==> src/cpr_consts.svh <==
`ifndef CPR_CONSTS_SVH
`define CPR_CONSTS_SVH
// Summary of operation
// - Port is enabled only if the enable strap is high at reset release.
// - When enabled, pin twelve follows the command register, not GPIO bits.
// - When enabled, pin twelve serves as the camera power control output.
// - A 16-bit camera command register at index 1000h has readable status.
// - Command bits 11-8 report the interface revision, isolated by mask 0F00h.
// - Command bit 7 reads 0 with a cable attached, 1 without.
// - Command bit 1 drives pin twelve and camera power while enabled.
// - Configuration status bit 7 is set exactly when the port is enabled.
// - Identification reads valid only while select register bit 7 is clear.
// - Identification bits 7-2 return the fixed product code.
// - Identification bits 1-0 return the fixed silicon revision.

// ****************************************************************
// Register indices (byte address is four times the index)
// ****************************************************************
`define CPR_IDX_CHIP_ID 14'h0000
`define CPR_IDX_MEM_SEL 14'h0001
`define CPR_IDX_GPIO_A 14'h0005
`define CPR_IDX_GPIO_B 14'h0009
`define CPR_IDX_CFG_STAT 14'h000C
`define CPR_IDX_CAM_CLK 14'h001C
`define CPR_IDX_CAM_CMD 14'h1000
`define CPR_IDX_INT_STAT 14'h1001
`define CPR_IDX_INT_MASK 14'h1002

// ****************************************************************
// Field positions
// ****************************************************************
`define CPR_CMD_REV_MASK 16'h0F00
`define CPR_CMD_NOCAB_BIT 7
`define CPR_CMD_PWR_BIT 1
`define CPR_CFG_EN_BIT 7
`define CPR_SEL_BIT 7
`define CPR_GP12_BIT 4

// ****************************************************************
// Reset values and fixed codes
// ****************************************************************
`define CPR_MEM_SEL_RESET 8'h80
`define CPR_GPIO_A_RESET 8'h00
`define CPR_GPIO_B_RESET 8'h00
`define CPR_CAM_CLK_RESET 8'h00
`define CPR_INT_MASK_RESET 2'h0
// Product, silicon and interface revision codes are arbitrary values
`define CPR_PRODUCT_CODE 6'h2A
`define CPR_SILICON_REV 2'h2
`define CPR_IF_REV 4'h5
`endif

==> src/cpr_pkg.sv <==
package cpr_pkg;
    // APB request from the master
    typedef struct packed {
        logic [15:0] paddr;
        logic psel;
        logic penable;
        logic pwrite;
        logic [31:0] pwdata;
    } cpr_apb_req_t;

    // APB answer to the master
    typedef struct packed {
        logic [31:0] prdata;
        logic pready;
        logic pslverr;
    } cpr_apb_rsp_t;

    // Decoded register select
    typedef enum logic [3:0] {
        CPR_R_NONE, CPR_R_ID, CPR_R_MSEL, CPR_R_GPA, CPR_R_GPB,
        CPR_R_CFG, CPR_R_CLK, CPR_R_CMD, CPR_R_ISTAT, CPR_R_IMASK
    } cpr_reg_t;

    // Strap latch state
    typedef struct packed {
        logic done;
        logic en;
    } cpr_strap_t;

    // Register bank state
    typedef struct packed {
        cpr_apb_rsp_t rsp;
        logic [7:0] msel;
        logic [7:0] gpa;
        logic [7:0] gpb;
        logic [7:0] clk;
        logic pwr;
        logic cable_q;
        logic [1:0] istat;
        logic [1:0] imask;
        logic gp12_o;
        logic gp12_oe;
        logic cam_pwr;
        logic irq;
    } cpr_state_t;
endpackage

==> src/cpr_strap_latch.sv <==
`timescale 1ns/10ps
`default_nettype none
module cpr_strap_latch (
    input wire logic pclk, // Bus clock
    input wire logic presetn, // Async reset, active low
    input wire logic camera_enable_strap, // Enable strap level
    output logic port_enabled // Camera port enabled
);
    cpr_pkg::cpr_strap_t s_reg;
    cpr_pkg::cpr_strap_t s_next;

    // Capture the strap once, at the first edge after release
    always_comb begin
        s_next = s_reg;
        if (!s_reg.done) begin
            s_next.done = 1'b1;
            s_next.en = camera_enable_strap;
        end
    end

    // State register
    always_ff @(posedge pclk or negedge presetn) begin
        if (!presetn) begin
            s_reg <= '0;
        end else begin
            s_reg <= s_next;
        end
    end

    assign port_enabled = s_reg.en;
endmodule
`default_nettype wire

==> src/cpr_regs.sv <==
// Local design decision: the APB register port.
`timescale 1ns/10ps
`default_nettype none
`include "cpr_consts.svh"
module cpr_regs (
    input wire logic pclk, // Bus clock, 20 MHz
    input wire logic presetn, // Async reset, active low
    input wire cpr_pkg::cpr_apb_req_t apb_req, // APB request
    output cpr_pkg::cpr_apb_rsp_t apb_rsp, // APB answer
    input wire logic camera_enable_strap, // Port enable strap
    input wire logic cable_present, // High while a cable is attached
    input wire logic gp_pin_twelve_i, // Pin twelve input level
    output logic gp_pin_twelve_o, // Pin twelve output level
    output logic gp_pin_twelve_oe, // Pin twelve drive enable
    output logic camera_power_out, // Remote camera power
    output logic [7:0] gp_upper_dir, // Upper GPIO control A
    output logic [7:0] gp_upper_data, // Upper GPIO control B
    output logic [7:0] cam_clk_cfg, // Camera clock select/divide
    output logic irq // Level interrupt, active high
);
    // ************************************************************
    // Declarations
    // ************************************************************
    localparam cpr_pkg::cpr_state_t RST_STATE = '{
        rsp: '0,
        msel: `CPR_MEM_SEL_RESET,
        gpa: `CPR_GPIO_A_RESET,
        gpb: `CPR_GPIO_B_RESET,
        clk: `CPR_CAM_CLK_RESET,
        pwr: 1'b0,
        cable_q: 1'b0,
        istat: 2'h0,
        imask: `CPR_INT_MASK_RESET,
        gp12_o: 1'b0,
        gp12_oe: 1'b0,
        cam_pwr: 1'b0,
        irq: 1'b0
    };

    cpr_pkg::cpr_state_t s_reg;
    cpr_pkg::cpr_state_t s_next;
    cpr_pkg::cpr_reg_t sel;
    logic cam_en;
    logic setup;
    logic access;
    logic [1:0] ev;
    logic [31:0] rd;

    // ************************************************************
    // Address decode
    // ************************************************************
    function automatic cpr_pkg::cpr_reg_t reg_decode(
        input logic [15:0] addr
    );
        cpr_pkg::cpr_reg_t r;
        r = cpr_pkg::CPR_R_NONE;
        if (addr[1:0] == 2'h0) begin
            case (addr[15:2])
                `CPR_IDX_CHIP_ID: r = cpr_pkg::CPR_R_ID;
                `CPR_IDX_MEM_SEL: r = cpr_pkg::CPR_R_MSEL;
                `CPR_IDX_GPIO_A: r = cpr_pkg::CPR_R_GPA;
                `CPR_IDX_GPIO_B: r = cpr_pkg::CPR_R_GPB;
                `CPR_IDX_CFG_STAT: r = cpr_pkg::CPR_R_CFG;
                `CPR_IDX_CAM_CLK: r = cpr_pkg::CPR_R_CLK;
                `CPR_IDX_CAM_CMD: r = cpr_pkg::CPR_R_CMD;
                `CPR_IDX_INT_STAT: r = cpr_pkg::CPR_R_ISTAT;
                `CPR_IDX_INT_MASK: r = cpr_pkg::CPR_R_IMASK;
                default: r = cpr_pkg::CPR_R_NONE;
            endcase
        end
        return r;
    endfunction

    // ************************************************************
    // Strap latch
    // ************************************************************
    cpr_strap_latch u_strap (
        .pclk(pclk),
        .presetn(presetn),
        .camera_enable_strap(camera_enable_strap),
        .port_enabled(cam_en)
    );

    // ************************************************************
    // Next-state logic
    // ************************************************************

    // Bus phases, decode and cable events
    always_comb begin
        sel = reg_decode(apb_req.paddr);
        setup = apb_req.psel && !apb_req.penable;
        access = apb_req.psel && apb_req.penable && s_reg.rsp.pready;
        ev[0] = !s_reg.cable_q && cable_present; // Attach
        ev[1] = s_reg.cable_q && !cable_present; // Removal
    end

    // Read data mux
    always_comb begin
        rd = '0;
        unique case (sel)
            cpr_pkg::CPR_R_NONE: rd = '0;
            cpr_pkg::CPR_R_ID: begin
                if (!s_reg.msel[`CPR_SEL_BIT]) begin
                    rd[7:2] = `CPR_PRODUCT_CODE;
                    rd[1:0] = `CPR_SILICON_REV;
                end
            end
            cpr_pkg::CPR_R_MSEL: rd[7:0] = s_reg.msel;
            cpr_pkg::CPR_R_GPA: rd[7:0] = s_reg.gpa;
            cpr_pkg::CPR_R_GPB: begin
                rd[7:0] = s_reg.gpb;
                rd[`CPR_GP12_BIT] = gp_pin_twelve_i;
            end
            cpr_pkg::CPR_R_CFG: rd[`CPR_CFG_EN_BIT] = cam_en;
            cpr_pkg::CPR_R_CLK: rd[7:0] = s_reg.clk;
            cpr_pkg::CPR_R_CMD: begin
                rd[15:0] = {4'h0, `CPR_IF_REV, 8'h00};
                rd[`CPR_CMD_NOCAB_BIT] = !cable_present;
                rd[`CPR_CMD_PWR_BIT] = s_reg.pwr;
            end
            cpr_pkg::CPR_R_ISTAT: rd[1:0] = s_reg.istat;
            cpr_pkg::CPR_R_IMASK: rd[1:0] = s_reg.imask;
        endcase
    end

    // Register updates, answer and pin drive
    always_comb begin
        s_next = s_reg;

        // Answer one cycle after setup, no wait states
        s_next.rsp.pready = setup;
        s_next.rsp.pslverr = setup && (sel == cpr_pkg::CPR_R_NONE);
        if (setup && !apb_req.pwrite) begin
            s_next.rsp.prdata = rd;
        end

        // Writes land at the access edge; read-only targets ignore them
        if (access && apb_req.pwrite) begin
            case (sel)
                cpr_pkg::CPR_R_MSEL: s_next.msel = apb_req.pwdata[7:0];
                cpr_pkg::CPR_R_GPA: s_next.gpa = apb_req.pwdata[7:0];
                cpr_pkg::CPR_R_GPB: s_next.gpb = apb_req.pwdata[7:0];
                cpr_pkg::CPR_R_CLK: s_next.clk = apb_req.pwdata[7:0];
                cpr_pkg::CPR_R_CMD: begin
                    // Only the power bit is writable
                    s_next.pwr = apb_req.pwdata[`CPR_CMD_PWR_BIT];
                end
                cpr_pkg::CPR_R_IMASK: s_next.imask = apb_req.pwdata[1:0];
                cpr_pkg::CPR_R_NONE, cpr_pkg::CPR_R_ID,
                cpr_pkg::CPR_R_CFG, cpr_pkg::CPR_R_ISTAT: begin
                    s_next.msel = s_reg.msel;
                end
            endcase
        end

        // Read clears only the bits reported; a new event wins
        if (access && !apb_req.pwrite && sel == cpr_pkg::CPR_R_ISTAT) begin
            s_next.istat = s_reg.istat & ~s_reg.rsp.prdata[1:0];
        end
        s_next.istat = s_next.istat | ev;
        s_next.cable_q = cable_present;

        // Pin twelve: camera power when enabled, plain GPIO otherwise
        if (cam_en) begin
            s_next.gp12_oe = 1'b1;
            s_next.gp12_o = s_next.pwr;
        end else begin
            s_next.gp12_oe = s_next.gpa[`CPR_GP12_BIT];
            s_next.gp12_o = s_next.gpb[`CPR_GP12_BIT];
        end
        s_next.cam_pwr = cam_en && s_next.pwr;
        s_next.irq = |(s_next.istat & s_next.imask);
    end

    // ************************************************************
    // State register
    // ************************************************************
    always_ff @(posedge pclk or negedge presetn) begin
        if (!presetn) begin
            s_reg <= RST_STATE;
        end else begin
            s_reg <= s_next;
        end
    end

    // Outputs straight from the state register
    assign apb_rsp = s_reg.rsp;
    assign gp_pin_twelve_o = s_reg.gp12_o;
    assign gp_pin_twelve_oe = s_reg.gp12_oe;
    assign camera_power_out = s_reg.cam_pwr;
    assign gp_upper_dir = s_reg.gpa;
    assign gp_upper_data = s_reg.gpb;
    assign cam_clk_cfg = s_reg.clk;
    assign irq = s_reg.irq;
endmodule
`default_nettype wire

==> config.mk <==
export PLATFORM = sky130hd
export DESIGN_NAME = cpr_regs
export DESIGN_NICKNAME = d
export VERILOG_FILES = /design/src/cpr_pkg.sv /design/src/cpr_strap_latch.sv /design/src/cpr_regs.sv
export VERILOG_INCLUDE_DIRS = /design/src /design/src/src
export SDC_FILE = /design/constraint.sdc
export NUM_CORES = 1
export LEC_CHECK = 0
export ABC_AREA = 1
export BUFFER_PORTS_ARGS = -buffer_cell sky130_fd_sc_hd__buf_2
export CORE_ASPECT_RATIO = 2
export CORE_MARGIN = 8
export CORE_UTILIZATION = 46
export CTS_CLUSTER_DIAMETER = 80
export CTS_CLUSTER_SIZE = 10
export DETAILED_ROUTE_END_ITERATION = 16
export PLACE_DENSITY = 0.78
export SLEW_MARGIN = 20
export SYNTH_ARGS = -nofsm -noshare
export SYNTH_HDL_FRONTEND = slang
export SYNTH_SLANG_ARGS = --single-unit
export TNS_END_PERCENT = 5
==> constraint.sdc <==
create_clock -name pclk -period 1.28 [get_ports pclk]
set_input_delay 0.128 -clock pclk [delete_from_list [all_inputs] [get_ports pclk]]
set_output_delay 0.128 -clock pclk [all_outputs]
set_load 0.005 [all_outputs]
# Word level (Yosys, flattened, before mapping)
# Cells that the tools add are included.
# op_classes
n_eq_ne	17
muxes	16
bitwise_logic	4
reduce_logical	23
# op_table
cell	count
$eq A14 B13 Y1 const B	3
$pmux W4 S9	1
$eq A14 B4 Y1 const B	2
$pmux W5 S5	1
$mux W8	3
$mux W22	1
$eq A4 B3 Y1 const B	4
$pmux W2 S8	1
$eq A14 B1 Y1 const B	1
$eq A14 B3 Y1 const B	1
$eq A14 B5 Y1 const B	1
$logic_not A14 Y1	1
$logic_and A1 B1 Y1	11
$eq A4 B2 Y1 const B	2
$eq A4 B4 Y1 const B	2
$mux W2	4
$reduce_and A2 Y1	4
$pmux W1 S7	1
$mux W5	1
$and A2 B2 Y2	2
$eq A4 B1 Y1 const B	1
$logic_not A1 Y1	4
$logic_not A4 Y1	1
$mux W4	1
6 further kinds	6
# totals
regBits	62
inputBits	56
output_inout_bits	62
wordCells	79

# Depth between registers and ports, before layout
# logic_depth
word_depth	9
mapped_depth	17
mapped_depth_nobuf	16

# Cells and area by module
# Synthesis repeated with hierarchy kept, for this count alone.
# unflattened
cells_unflattened	428
hier_area_um2	3347.0
# by_module_without_submodules
mod	n_inst	cells_each	area_each_um2
cpr_regs	1	421	3278.1
cpr_strap_latch	1	7	68.8

# Worst setup path before layout
# OpenSTA, ideal clock, no wires.
# synth_path
kind	in2reg
start	input apb_req[46] (netlist name)
end	register s_reg (netlist bit gp_pin_twelve_oe)
setup_time_ns	0.124
t_arrival_ns	1.474
required_ns	1.156
path_slack_ns	-0.318
path_stages	13
path_buffers	0
cell_sequence	nor2_2 -> nand2_2 -> nor2_2 -> nand2_1 -> nand3_2 -> nor2_4 -> nor2_8 -> nand2_4 -> nor2_4 -> nand2_2 -> nand2_2 -> o21ai_2 -> or2_1
# synth_lines
item	line	rtl
from (decl)	cpr_regs.sv:8	input wire cpr_pkg::cpr_apb_req_t apb_req,
to (signal assigned)	cpr_regs.sv:182	s_reg <= s_next;
to (decl)	cpr_regs.sv:40	cpr_pkg::cpr_state_t s_reg;

==> impl_metrics.json <==
{
  "status": "finished with violations",
  "violations": "setup timing",
  "layout-drive-gt1-share_pct": 37.3,
  "drv_cap": 0,
  "firstDrtPassIters": 4,
  "post_drt_wl_per_cell_um": 14.2,
  "ys_seq_area_share_pct": 41.1,
  "fin_skew_ps": 5.04,
  "cts_tree": "done",
  "clock-sinks": 55,
  "synth_cell_types": 30,
  "pin_count": 118,
  "yosysWarnings": 0,
  "grt_overflow": 0,
  "htreeDepth": 2,
  "ys_ff_latch": 55,
  "critPathMaxFanout": 4,
  "area_growth_pct": 26.0,
  "drc": 0,
  "clock_latency_ps": 290,
  "setup_viol": 49,
  "yosys.area.top_type": "dfrtp_1",
  "slowest_delay_ps": 350,
  "fin_ws_ps": -198,
  "hp-class": "in -> reg",
  "period_needed_ps": 1480,
  "final_common_cell": "nand2_1",
  "largest_register_ffs": 14,
  "leakage_nw": 2.30,
  "core_mm2": 0.00716,
  "die_width_um": 76.3,
  "syn-cell-area_mm2": 0.00335,
  "fmax_ghz": 0.677,
  "syn_avg_cell_area_um2": 7.77,
  "synth_cells": 431,
  "final_core_util_pct": 59.0,
  "critPathBufInv": 1,
  "pre_cts_slack_ps": -535,
  "grt_pass1_vias": 2928,
  "ys_top_cells_by_area": "dfrtp_1, buf_4, nand2_1",
  "grt_pass1_wl_um": 14000,
  "hold_violations": 0,
  "initial_core_util_pct": 46.8,
  "dieHeight_um": 137,
  "clkTransAtPathRegs_ps": 60,
  "p_per_area_mw_per_mm2": 816,
  "routabilityCongestion": 0.958,
  "nFillCells": 665,
  "multi_input_area_mm2": 0.00163,
  "fin_crit_sh_pct": 115,
  "root_buffer": "clkbuf_16",
  "drv_slew": 0,
  "cp.arrival_ps": 1710,
  "vdd_ir_drop_max_uv": 801,
  "endpoint_kind": "flip-flop",
  "routed_wl_um": 8540,
  "grt_usage_pct": 16.2,
  "antenna_cells": 0,
  "synthDominantCellAreaShare_pct": 40.3,
  "async_flop_share_pct": 100,
  "slowest_stage": "dfrtp_1",
  "cpLargestDelayFamily": "simple AND/OR/NAND/NOR gates",
  "vias_per_cell": 4.84,
  "num_vias": 2907,
  "layout_common_cells": "nand2_1, buf_2, dfrtp_1",
  "critical_path_class": "reg -> reg",
  "rows": 44,
  "synth-main-ff-cell": "dfrtp_1",
  "setup.worst_path.start_class": "flip-flop",
  "reg2reg_slack_ps": -200,
  "die_area_mm2": 0.0104,
  "cts_buffer_depth": 2,
  "nets": 564,
  "numCtsBuffers": 5,
  "cp.required_ps": 1510,
  "synth_edf_count": 0,
  "cp_cell_sequence": "nand3_1 -> nor2_4 -> buf_4 -> nand3_1 -> o21ai_1 -> nand2_1 -> nand2_1",
  "antenna_found_initial": 0,
  "port_buffers": 71,
  "ant_nets": 0,
  "rsz0062_at_grt": "yes",
  "hpwlAfterDp_um": 6700,
  "grt_max_degree": 56,
  "initialDrtViolationCount": 147,
  "seqCellArea_mm2": 0.00138
}
-- worst register-to-register path, cell delays in order, from the launching register on --
cell	delay (ps)
dfrtp_1	350
nand3_1	150
nor2_4	180
buf_4	170
nand3_1	160
o21ai_1	270
nand2_1	80
nand2_1	60
-- final cells by class --
cell class	count	area share (%)
multi-input combinational	293	38.5
sequential	55	32.6
timing repair buffer	115	19.1
inverter	38	3.44
clock buffer	7	3.38
tap	92	2.73
clock inverter	1	0.207
-- through the flow --
stage | total power, mW | hold WS [ps] | instance area, µm² | instances | setup TNS, ps
after global placement | 2.04 | 142 | 3750 | 587 | -21860
after detailed placement | 2.05 | 150 | 3750 | 587 | -22850
after global routing | 3.58 | 17.7 | 4220 | 601 | -11470
final | 3.44 | 15.2 | 4220 | 601 | -5180
after CTS | 3.45 | 9.91 | 4050 | 600 | -3540
after floorplan | 1.94 | -168 | 3440 | 452 | -9900
-- synth_stat cells, types with 2 or more instances --
library cell  count
o21ai_1          35
nand2_1         111
a21oi_1           2
buf_6             2
nand4_1          17
dfrtp_1          54
inv_2             4
nor2_2            6
inv_1            33
o21ai_0           3
nand3_1          34
nor2_1           33
nor2_4            5
buf_2             5
nand2_2           8
conb_1            2
buf_4            59
nand3_2           4
nor2_8            3
-- what timing repair did --
action                                 in CTS  in global routing
endpoints found under the hold margin      55                  0
hold buffers                                2                  0
setup buffers                               3                  1
setup endpoints to repair                  50                 50
pin swaps                                   3                 12
resized for setup                          29                 41
-- path summary, 6_finish.rpt --
path / to / startpoint / cells past startpoint
hold / removal: apb_rsp[1] / apb_req[33] / 2
setup / recovery: irq / apb_rsp[1] / 7
setup reg to reg: irq / apb_rsp[1] / 7
min in group asynchronous: apb_rsp[0] / presetn / 3
hold reg to reg: u_strap.port_enabled / u_strap.s_reg[1] / 1
max in group asynchronous: s_reg[41] / presetn / 3
-- cell families (layout without fill, tap and decap cells) --
logic type	after synthesis	after routing	share of synthesized area (%)
compound gates	43	43	6.84
flops	55	55	41.1
simple gates	227	227	32.9
other cells	2	23	0.224
buf+inv	104	161	18.9
-- report_power, final --
| group | leakage (nW) | total (mW) | internal (mW) | switching, mW |
|---|---|---|---|---|
| clock | 0.0745 | 1.38 | 0.787 | 0.592 |
| combinational | 1.50 | 0.302 | 0.119 | 0.183 |
| sequential | 0.731 | 1.76 | 1.75 | 0.00744 |
-- per-layer routing --
layer	GRT usage [%]	share of wire (%)	up-vias
li1	-	-	1452
met1	19.6	42	1355
met2	27.9	52	87
met3	3.36	4.7	13
met4	5.60	2.1	0
met5	0	0	-
No activity file was read; power rests on OpenSTA's default activity.
